==> src/rtl/cubp_cfg.svh <==
// Purpose: constants of the current unbalance protection block
// Assumes: 25 MHz core clock
// Notes:   percent figures are whole percent
`ifndef CUBP_CFG_SVH
`define CUBP_CFG_SVH

`define CUBP_CUR_W        16
`define CUBP_PCT_W        7
`define CUBP_DLY_W        16
`define CUBP_PCT_MIN      7'h0A
`define CUBP_PCT_MAX      7'h5A
`define CUBP_PCT_DEF      7'h32
`define CUBP_DLY_MIN      16'h0064
`define CUBP_DLY_MAX      16'hEA60
`define CUBP_DLY_DEF      16'h03E8
`define CUBP_LOW_PCT      10
`define CUBP_HIGH_PCT     150
`define CUBP_HUNDRED      100
`define CUBP_CLK_HZ       25000000
`define CUBP_TICK_MS      1
`define CUBP_TICK_CYC     (`CUBP_CLK_HZ / 1000 * `CUBP_TICK_MS)

`endif

==> src/rtl/cubp_pkg.sv <==
// Purpose: shared types of the current unbalance protection block
// Assumes: constants come from cubp_cfg.svh
// Notes:   none
`include "cubp_cfg.svh"
package cubp_pkg;
	typedef logic [`CUBP_CUR_W-1:0] cubp_cur_t;
	typedef logic [`CUBP_PCT_W-1:0] cubp_pct_t;
	typedef logic [`CUBP_DLY_W-1:0] cubp_dly_t;
	typedef enum logic [1:0]
	{
		CUBP_IDLE  = 2'b00,
		CUBP_TIMING = 2'b01,
		CUBP_TRIP  = 2'b10
	} cubp_state_t;
endpackage

==> src/rtl/cubp_unbalance_function.sv <==
// Purpose: current unbalance decision, start and delayed trip
// Assumes: rms inputs and settings come from same-clock logic
// Notes:   settings outside their range are clamped to the range
//          TICK_CYC may shorten the millisecond tick for short runs
//
// Contract
// (RULE1) start when the max-minus-min phase gap exceeds the limit.
// (RULE2) start only while max current is above 10 % and below 150 % rated.
// (RULE3) the gap is taken as a percentage of the largest magnitude.
// (RULE4) operation off or the block input held high suppresses everything.
// (RULE5) trip only after the delay with start present and trip enabled.
// (RULE6) with start-only set the start shows but trip never asserts.
// (RULE7) start limit in percent, 10 to 90 in steps of one, default 50.
// (RULE8) trip delay in ms, 100 to 60000, default 1000, processing included.
// (RULE9) outside logic drives the block input that inhibits operation.
// (RULE10) upstream logic supplies the three fundamental rms magnitudes.
// (RULE11) delay is counted from the faulty state, not from the start output.
// (RULE12) two outputs, general start and general trip, with change pulses.
// (RULE13) counter clears when the condition drops and trip then falls.
`timescale 1ns/1ps
`include "cubp_cfg.svh"

module cubp_unbalance_function
#(
	parameter int TICK_CYC = `CUBP_TICK_CYC  // core cycles per millisecond
)
(
	input  wire logic                core_clk,
	input  wire logic                rst,
	input  wire cubp_pkg::cubp_cur_t phaseACurrentRms,
	input  wire cubp_pkg::cubp_cur_t phaseBCurrentRms,
	input  wire cubp_pkg::cubp_cur_t phaseCCurrentRms,
	input  wire cubp_pkg::cubp_cur_t ratedCurrent,
	input  wire logic                operationOn,
	input  wire logic                startSignalOnly,
	input  wire cubp_pkg::cubp_pct_t startCurrentPct,
	input  wire cubp_pkg::cubp_dly_t timeDelayMs,
	input  wire logic                blockInput,
	output      logic                generalStartOut,
	output      logic                generalTripOut,
	output      logic                startEvent,
	output      logic                tripEvent
);
	import cubp_pkg::*;

	////////////////////////////////////////////////////////////////////////
	// analogue processing

	cubp_cur_t maxCur;
	cubp_cur_t minCur;
	cubp_pct_t limitPct;
	cubp_dly_t delayMs;
	logic      diffAbove;
	logic      maxCurrentSufficient;
	logic      maxCurrentNotFault;
	logic      faultCond;
	// product width: current width plus room for factors up to 150
	localparam int PW = `CUBP_CUR_W + 8;
	logic [PW-1:0] diffScaled;
	logic [PW-1:0] limScaled;
	logic [PW-1:0] maxScaled;
	logic [PW-1:0] lowScaled;
	logic [PW-1:0] highScaled;

	// pick largest and smallest phase magnitude
	always_comb
	begin
		maxCur = phaseACurrentRms;  // [RULE1]
		minCur = phaseACurrentRms;
		if (phaseBCurrentRms > maxCur) maxCur = phaseBCurrentRms;
		if (phaseCCurrentRms > maxCur) maxCur = phaseCCurrentRms;
		if (phaseBCurrentRms < minCur) minCur = phaseBCurrentRms;
		if (phaseCCurrentRms < minCur) minCur = phaseCCurrentRms;
	end

	// clamp settings into their legal ranges
	// a stray setting would otherwise silence or stretch the function
	always_comb
	begin
		limitPct = startCurrentPct;  // [RULE7]
		if (startCurrentPct < `CUBP_PCT_MIN) limitPct = `CUBP_PCT_MIN;
		if (startCurrentPct > `CUBP_PCT_MAX) limitPct = `CUBP_PCT_MAX;
		delayMs = timeDelayMs;  // [RULE8]
		if (timeDelayMs < `CUBP_DLY_MIN) delayMs = `CUBP_DLY_MIN;
		if (timeDelayMs > `CUBP_DLY_MAX) delayMs = `CUBP_DLY_MAX;
	end

	// percentage compares done by cross multiplication
	// no divider: both sides are scaled instead of dividing by the max
	// products stay below 2**24 for 16-bit currents and factors to 150
	always_comb
	begin
		diffScaled = PW'(maxCur - minCur) * PW'(`CUBP_HUNDRED);  // [RULE3]
		limScaled  = PW'(maxCur) * PW'(limitPct);
		maxScaled  = PW'(maxCur) * PW'(`CUBP_HUNDRED);
		lowScaled  = PW'(ratedCurrent) * PW'(`CUBP_LOW_PCT);
		highScaled = PW'(ratedCurrent) * PW'(`CUBP_HIGH_PCT);
		diffAbove  = diffScaled > limScaled;  // [RULE1]
		maxCurrentSufficient = maxScaled > lowScaled;  // [RULE2]
		maxCurrentNotFault   = maxScaled < highScaled;  // [RULE2]
		faultCond = operationOn && !blockInput && diffAbove
			&& maxCurrentSufficient && maxCurrentNotFault;  // [RULE4] [RULE9]
	end

	////////////////////////////////////////////////////////////////////////
	// millisecond tick

	localparam int TW = $clog2(TICK_CYC);
	logic [TW-1:0] tickCnt_q;
	logic [TW-1:0] tickCnt_d;
	logic          msTick;

	// tick restarts with each new faulty state so delay counts from it
	// a free-running tick would let the first millisecond come short
	always_comb
	begin
		msTick    = tickCnt_q == TW'(TICK_CYC - 1);
		tickCnt_d = (msTick || !faultCond) ? '0 : tickCnt_q + 1'b1;  // [RULE11]
	end

	always_ff @(posedge core_clk)
	begin
		if (rst) tickCnt_q <= '0;
		else     tickCnt_q <= tickCnt_d;
	end

	////////////////////////////////////////////////////////////////////////
	// decision logic

	cubp_state_t state_q;
	cubp_state_t state_d;
	cubp_dly_t   msCnt_q;
	cubp_dly_t   msCnt_d;
	logic        start_q;
	logic        start_d;
	logic        trip_q;
	logic        trip_d;
	logic        startEv_q;
	logic        startEv_d;
	logic        tripEv_q;
	logic        tripEv_d;

	// delay timer and trip decision
	// the counter sits at zero in idle so each fault gets a full delay
	always_comb
	begin
		state_d = state_q;
		msCnt_d = msCnt_q;
		unique case (state_q)
			CUBP_IDLE:
			begin
				msCnt_d = '0;
				if (faultCond) state_d = CUBP_TIMING;  // [RULE11]
			end
			CUBP_TIMING:
			begin
				if (!faultCond)
				begin
					state_d = CUBP_IDLE;  // [RULE13]
					msCnt_d = '0;
				end
				else if (msTick)
				begin
					msCnt_d = msCnt_q + 1'b1;
					if (msCnt_q + 1'b1 >= delayMs)
						state_d = CUBP_TRIP;  // [RULE5]
				end
			end
			CUBP_TRIP:
			begin
				if (!faultCond)
				begin
					state_d = CUBP_IDLE;  // [RULE13]
					msCnt_d = '0;
				end
			end
			// the unused code recovers to idle
			default:
			begin
				state_d = CUBP_IDLE;
				msCnt_d = '0;
			end
		endcase
		// trip needs the fault in the same cycle, so it falls right after it
		start_d   = faultCond;  // [RULE1]
		trip_d    = faultCond && (state_d == CUBP_TRIP)
			&& !startSignalOnly;  // [RULE5] [RULE6]
		// events compare each new level with the registered one
		startEv_d = start_d != start_q;  // [RULE12]
		tripEv_d  = trip_d != trip_q;  // [RULE12]
	end

	always_ff @(posedge core_clk)
	begin
		if (rst)
		begin
			state_q   <= CUBP_IDLE;
			msCnt_q   <= '0;
			start_q   <= 1'b0;
			trip_q    <= 1'b0;
			startEv_q <= 1'b0;
			tripEv_q  <= 1'b0;
		end
		else
		begin
			state_q   <= state_d;
			msCnt_q   <= msCnt_d;
			start_q   <= start_d;
			trip_q    <= trip_d;
			startEv_q <= startEv_d;
			tripEv_q  <= tripEv_d;
		end
	end

	// registered outputs
	assign generalStartOut = start_q;  // [RULE12]
	assign generalTripOut  = trip_q;
	assign startEvent      = startEv_q;
	assign tripEvent       = tripEv_q;

endmodule // cubp_unbalance_function

==> config.mk <==
export PLATFORM = sky130hd
export DESIGN_NAME = cubp_unbalance_function
export DESIGN_NICKNAME = d
export VERILOG_FILES = /design/src/rtl/cubp_pkg.sv /design/src/rtl/cubp_unbalance_function.sv
export VERILOG_INCLUDE_DIRS = /design/src /design/src/rtl
export SDC_FILE = /design/constraint.sdc
export NUM_CORES = 1
export LEC_CHECK = 0
export BUFFER_PORTS_ARGS = -buffer_cell sky130_fd_sc_hd__buf_2
export CAP_MARGIN = 5
export CORE_MARGIN = 4
export CORE_UTILIZATION = 48
export DETAILED_ROUTE_END_ITERATION = 8
export PLACE_DENSITY = 0.66
export SLEW_MARGIN = 20
export SYNTH_ARGS = -nofsm -noshare
export SYNTH_HDL_FRONTEND = slang
export SYNTH_SLANG_ARGS = --single-unit
==> constraint.sdc <==
create_clock -name core_clk -period 17 [get_ports core_clk]
set_input_delay 0.85 -clock core_clk [delete_from_list [all_inputs] [get_ports core_clk]]
set_output_delay 0.85 -clock core_clk [all_outputs]
set_load 0.005 [all_outputs]
==> summary.txt, run 1 <==
Run status
  – Outcome: finished, final reports clean

Worst hold path
  – Min-Delay Path Class: reg2reg
  – Hold Path Origin: tickCnt_q[0]
  – WHS Path Cells: 1
  – Min-Delay Endpoint: tickCnt_q[0]

STA
  – Final Max Slew Viols: 0
  – Final Hold Viols: 0
  – Finish-stage setup viols: 0
  – Tmin final: 15.18 ns
  – Unrepaired setup endpoints after global routing: false
  – Worst slew pin tran: 1.10 ns
  – Clk_skew: 0.00375 ns
  – Fmax: 65.9 MHz
  – Tcrit/Tclk final: 89.3%
  – TNS Setup: 0 ns
  – Max transition margin: 26.4%

Setup path
  – Worst-case reg-to-reg path depth: 16
  – FF-to-FF End: tripEvent
  – Slowest CP cell: nand2b_1
  – Reg2Reg Setup Slack: 13.56 ns
  – Slowest stage delay, CP: 0.72 ns
  – Cell mode on critical path: ha_1
  – WP data required: 17.17 ns
  – Worst r2r src: msCnt_q[0]
  – CP delay by family, top: compound AO/OA/AOI/OAI gates
  – CP Capture Type: flop
  – Setup CP Type: in2reg
  – Data arrival, critical path: 15.35 ns
  – Crit path max fanout: 33
  – CP startpoint kind: primary input
  – Bufs and invs on worst path: 7

Drt
  – DRT antenna net count: 0
  – DR DRC count: 0
  – Top Layer Used: met5
  – Met2 WL post-DR: 18600 um
  – Met1 Routed Length: 18000 um
  – Met3 wire length: 1610 um
  – WL/cell: 16.0 um
  – Final Routed Wirelength: 38900 um
  – Drt initial violations: 671
  – Vias/cell: 5.45
  – DR pass1 iterations: 5
  – DR vias: 13200

Cells and area
  – Share of post-route cells with drive strength above 1: 7.00%
  – Fin nets: 2593
  – Reg area: 741 um2
  – Fillers: 3034
  – Area Growth Syn to Fin: 7.15%
  – Multi-input gate area: 0.0130 mm2

CTS
  – CTS clock-pin slew for the worst setup and hold paths: 0.06 ns
  – Clock buffer count from CTS: 5
  – CTS resizes: 0
  – Clock latency on the worst-skew pair: 0.28 ns
  – Clock buffer depth: 2
  – Setup bufs post-CTS: 0
  – H-tree levels: 2
  – # hold bufs at CTS: 0
  – CTS Sinks: 37
  – CTS tree: yes
  – CTS root buf: clkbuf_16

Floorplan
  – Total core area: 0.0310 mm2
  – Chip Height: 186 um
  – Chip width: 186 um
  – Boundary Pins: 96
  – Std cell rows: 64
  – Initial Utilization: 49.2%
  – Die area: 0.0347 mm2

Logic synthesis
  – Ys flop type: dfxtp_1
  – Cell area after synthesis: 0.0152 mm2
  – Post-Synthesis Cells: 1942
  – Avg Cell Area, Syn: 7.85 um2
  – Async S/R FF share, synth: 0%
  – Top cells by count, synth: inv_1, ha_1, nor2_1, fa_1, a21oi_1
  – Yosys top cell by area: ha_1
  – Sequential area share after synthesis: 4.86%
  – Top-count cell post-synth: inv_1
  – Top cell type's share of synthesized area: 28.9%
  – Synthesized Nets: 2508
  – Synth cell types: 72
  – Yosys warns: 0
  – Synth top area cells: ha_1, fa_1, inv_1, dfxtp_1, nor2_1
  – Number of synthesized flops with an enable pin: 0
  – FF+latch count, synth: 37

Placed design
  – Final Wtd Congestion: 0.958
  – PortBufs: 95
  – Dpl hpwl: 34200 um

GRT
  – Largest net degree at the start of global routing: 35
  – Total GRT Usage: 22.6%
  – Aggregate global routing overflow: 0
  – Antenna violations before repair: 7
  – First-pass GRT wire length: 64900 um
  – Vias in the first global route: 13500

Job
  – Max Cap Violations: 0
==> cells by family (layout without fill, tap and decap cells) <==
kind of cell               after synthesis  in the layout  share of synthesized area, %
muxes                                   24             24                          1.61
adders and majority gates              474            474                          44.9
AOI/OAI and AO/OA                      392            392                          16.3
other                                    0              4                             0
and+or+nand+nor                        507            507                          15.8
buffers and inverters                  390            476                          9.74
xor gates and xnor gates               118            118                          6.78
DFF                                     37             37                          4.86
==> sequential cells by signal (all words and copies together), names as in the netlist <==
name,flops
msCnt_q,16
tickCnt_q,15
state_q,2
generalStartOut,1
generalTripOut,1
startEvent,1
tripEvent,1
==> layout make-up <==
class                      count  area share [%]
clock buffer                   5           0.766
tap                          396            3.03
inverter                     363            8.34
antenna                        4          0.0613
clock inverter                 3           0.130
timing repair buffer         105            3.37
multi-input combinational   1515            79.8
sequential                    37            4.54
==> layer usage <==
layer / vias up / global-route usage, %
met5: - / 0
met4: 4 / 3.93
met3: 47 / 1.79
met2: 293 / 39.4
met1: 6198 / 31.2
li1: 6681 / -
==> stage by stage <==
| step | setup slack, ns | area (um2) | std cells | hold WS, ns | utilization, % |
|---|---|---|---|---|---|
| floorplan | 4.15 | 15200 | 1942 | 0.430 | - |
| global placement | 2.08 | 16200 | 2416 | 0.449 | 52.2 |
| detailed placement | 1.76 | 16200 | 2416 | 0.458 | 52.2 |
| CTS | 1.97 | 16300 | 2424 | 0.468 | 52.7 |
| global route | 0.519 | 16300 | 2428 | 0.486 | 52.7 |
| finish | 1.82 | 16300 | 2428 | 0.466 | 52.7 |
==> placed cells by master (no fill, tap or decap), types with 4 or more instances in the layout <==
master and count:
a211o_1 4, a211oi_1 4, a21boi_0 6, a21o_1 62, a21oi_1 120, a22oi_1 17, a31oi_1 11, and2_1 10
and3_1 13, buf_2 95, buf_4 10, clkbuf_16 5, dfxtp_1 37, diode_2 4, fa_1 122, ha_1 352
inv_1 361, mux2i_1 20, nand2_1 108, nand2b_1 31, nand3_1 44, nand3b_1 4, nand4_1 23, nor2_1 188
nor2b_1 29, nor3_1 19, o211ai_1 8, o21a_1 18, o21ai_0 76, o21ai_1 11, o21bai_1 10, o31a_1 4
o31ai_1 6, or2_2 10, or3_1 7, or4_1 5, xnor2_1 67, xor2_1 51
==> worst max path at each step <==
stage / to / start / cells after the start / slack [ns]
after global routing: tickCnt_q[8] / phaseACurrentRms[14] / 57 / 0.52
after floorplan: state_q[1] / phaseACurrentRms[14] / 59 / 4.15
after detailed placement: tickCnt_q[3] / phaseACurrentRms[14] / 57 / 1.76
after CTS: tickCnt_q[5] / phaseACurrentRms[14] / 57 / 1.97
after global placement: tickCnt_q[7] / phaseACurrentRms[14] / 57 / 2.08
final: tickCnt_q[3] / phaseACurrentRms[14] / 57 / 1.82
==> worst register-to-register path: cells and delay by family, from the launching register on <==
kind	cells	cell delay [ns]
AOI/OAI and AO/OA	10	1.72
adders and majority gates	2	0.59
DFF	1	0.42
muxes	1	0.32
and+or+nand+nor	3	0.29
Power of run 1 is left out: the tool's default activity adds up to more than one toggle a clock period on the data nets, which glitch-free logic cannot reach.
==> run 2: changes to the inputs <==
--- a/config.mk
+++ b/config.mk
@@ -8,6 +8,7 @@
 export LEC_CHECK = 0
 export BUFFER_PORTS_ARGS = -buffer_cell sky130_fd_sc_hd__buf_2
 export CAP_MARGIN = 5
+export CORE_ASPECT_RATIO = 2
 export CORE_MARGIN = 4
 export CORE_UTILIZATION = 48
 export DETAILED_ROUTE_END_ITERATION = 8
@@ -16,3 +17,4 @@
 export SYNTH_ARGS = -nofsm -noshare
 export SYNTH_HDL_FRONTEND = slang
 export SYNTH_SLANG_ARGS = --single-unit
+export TNS_END_PERCENT = 1
==> run 2 against run 1 <==
  * Utilization shrank 0.51 points
  * Flip-flop and latch count stayed put
  * Non-clock buffer count stayed put
  * Die area grew 0.50%
  * Hold slack improved by 0.0055 ns
  * Global-route usage grew 2.1 points
  * Register-to-register slack improved by 0.06 ns
  * Routed wire length is 9.4% higher
  * First-iteration DRC count shrank 28%
  * Critical path depth unchanged
  * Critical endpoint is now tickCnt_q[13]
  * Highest routed layer is now met4
==> summary.txt, run 2 (same netlist as run 1, synthesis figures left out) <==
Cells and area
  – Fin nets: 2593 (unchanged)
  – Share of post-route cells with drive strength above 1: 7.00% (unchanged)
  – Max FFs per register: 16 (unchanged)
  – Commonest non-fill, non-tap cells in the layout: inv_1, ha_1, nor2_1, fa_1, a21oi_1
  – Biggest register: msCnt_q
  – Area Growth Syn to Fin: 7.61%
  – Registers with the most flip-flops: msCnt_q: 16 flops, tickCnt_q: 15 flops, state_q: 2 flops
  – Commonest non-fill, non-tap cell in the layout: inv_1

GRT
  – Vias in the first global route: 14200 (+5.2%)
  – Largest net degree at the start of global routing: 34 (-2.9%)
  – Total GRT Usage: 24.7% (+2.1 points)
  – First-pass GRT wire length: 68800 um (+6.0%)
  – Aggregate global routing overflow: 0 (unchanged)
  – Antenna violations before repair: 1 (-6)

CTS
  – Clock buffer depth: 2 (unchanged)
  – CTS resizes: 0 (unchanged)
  – CTS Sinks: 37 (unchanged)
  – Setup bufs post-CTS: 0 (unchanged)
  – Clock latency on the worst-skew pair: 0.28 ns (about the same)
  – CTS root buf: clkbuf_16
  – H-tree levels: 2 (unchanged)
  – # hold bufs at CTS: 0 (unchanged)
  – Clock buffer count from CTS: 5 (unchanged)
  – CTS clock-pin slew for the worst setup and hold paths: 0.06 ns (about the same)
  – CTS tree: yes

Floorplan
  – Chip Height: 260 um (+40%)
  – Boundary Pins: 96 (unchanged)
  – Die area: 0.0348 mm2 (+0.50%)
  – Chip width: 134 um (-28%)
  – Initial Utilization: 48.5% (-0.68 points)
  – Total core area: 0.0314 mm2 (+1.4%)
  – Std cell rows: 92 (+44%)

Setup path
  – WP data required: 17.17 ns (about the same)
  – Crit path max fanout: 33 (unchanged)
  – CP delay by family, top: compound AO/OA/AOI/OAI gates
  – Worst-case reg-to-reg path depth: 15 (-1)
  – Worst r2r src: msCnt_q[0]
  – FF-to-FF End: tripEvent
  – CP Capture Type: flop
  – Reg2Reg Setup Slack: 13.62 ns (+0.06 ns)
  – Bufs and invs on worst path: 8 (+1)
  – Cell mode on critical path: a21o_1
  – Slowest CP cell: or2_1
  – CP startpoint kind: primary input
  – Setup CP Type: in2reg
  – Data arrival, critical path: 15.37 ns (+0.02 ns)
  – Slowest stage delay, CP: 0.73 ns (about the same)

Run status
  – Outcome: finished, final reports clean

Placed design
  – PortBufs: 95 (unchanged)
  – Dpl hpwl: 37800 um (+11%)
  – Final Wtd Congestion: 1.01 (+5.0%)

Drt
  – WL/cell: 17.3 um (+8.4%)
  – Vias/cell: 5.52 (+1.3%)
  – DRT antenna net count: 0 (unchanged)
  – Drt initial violations: 484 (-28%)
  – Final Routed Wirelength: 42500 um (+9.4%)
  – DR vias: 13500 (+2.3%)
  – DR DRC count: 0 (unchanged)
  – DR pass1 iterations: 5 (unchanged)

STA
  – Final Max Slew Viols: 0 (unchanged)
  – Unrepaired setup endpoints after global routing: false
  – Hold slack: 0.472 ns (+0.00554 ns)
  – Fmax: 65.8 MHz (-0.16%)
  – Finish-stage setup viols: 0 (unchanged)
  – Final Hold Viols: 0 (unchanged)
  – Clk_skew: 0.00535 ns (+0.00159 ns)
  – Worst slew pin tran: 1.08 ns (-0.0152 ns)
  – Max transition margin: 27.4% (+1.0 points)
  – TNS Setup: 0 ns (unchanged)
  – Tcrit/Tclk final: 89.4% (+0.15 points)
  – Tmin final: 15.21 ns (+0.0248 ns)

Worst hold path
  – WHS Path Cells: 1 (unchanged)
  – Min-Delay Path Class: reg2reg
  – Hold Path Origin: state_q[1]
  – Min-Delay Endpoint: state_q[0]

Job
  – Max Cap Violations: 0 (unchanged)
==> run 2: routing by layer <==
| metal | wire length, um | GRT usage [%] |
|---|---|---|
| met5 | 0 | 0 |
| met3 | 962 | 1.39 |
| met1 | 14000 | 22.7 |
| met2 | 24300 | 50.8 |
| met4 | 3250 | 15.5 |
==> run 2: per-stage QoR <==
stage / util, % / area, um2 / cells / worst slack, ns
2_1_floorplan: - / 15200 / 1942 / 4.15
3_3_place_gp: 51.6 / 16200 / 2443 / 1.88
3_5_place_dp: 51.6 / 16200 / 2443 / 1.70
4_1_cts: 52.2 / 16400 / 2451 / 1.90
5_1_grt: 52.2 / 16400 / 2452 / 0.691
6_report: 52.2 / 16400 / 2452 / 1.79
==> run 2: final cells by class <==
cell class | count | area (um2)
Fill cell | 3014 | 15000
Timing Repair Buffer | 105 | 551
Sequential cell | 37 | 741
Inverter | 363 | 1360
Clock inverter | 3 | 65.1
Multi-Input combinational cell | 1515 | 13000
Clock buffer | 5 | 125
Tap cell | 423 | 529
Antenna cell | 1 | 2.50
==> run 2: worst reg2reg max path: cells and delay by family, from the launching register on <==
family | cells | cell delay, ns
xor+xnor | 1 | 0.31
fa+ha+maj | 2 | 0.54
compound gates | 5 | 0.91
mux | 1 | 0.32
simple gates | 6 | 0.79
flops | 1 | 0.40
==> run 2: how the worst max path moves through the flow <==
stage / from / endpoint / cells past startpoint
2_1_floorplan: phaseACurrentRms[14] / state_q[1] / 59
3_3_place_gp: phaseACurrentRms[14] / tickCnt_q[13] / 58
3_5_place_dp: phaseACurrentRms[14] / tickCnt_q[13] / 58
4_1_cts: phaseACurrentRms[14] / tickCnt_q[13] / 58
5_1_grt: phaseACurrentRms[14] / tickCnt_q[13] / 55
6_report: phaseACurrentRms[14] / tickCnt_q[13] / 57
Power of run 2 is left out for the same reason.
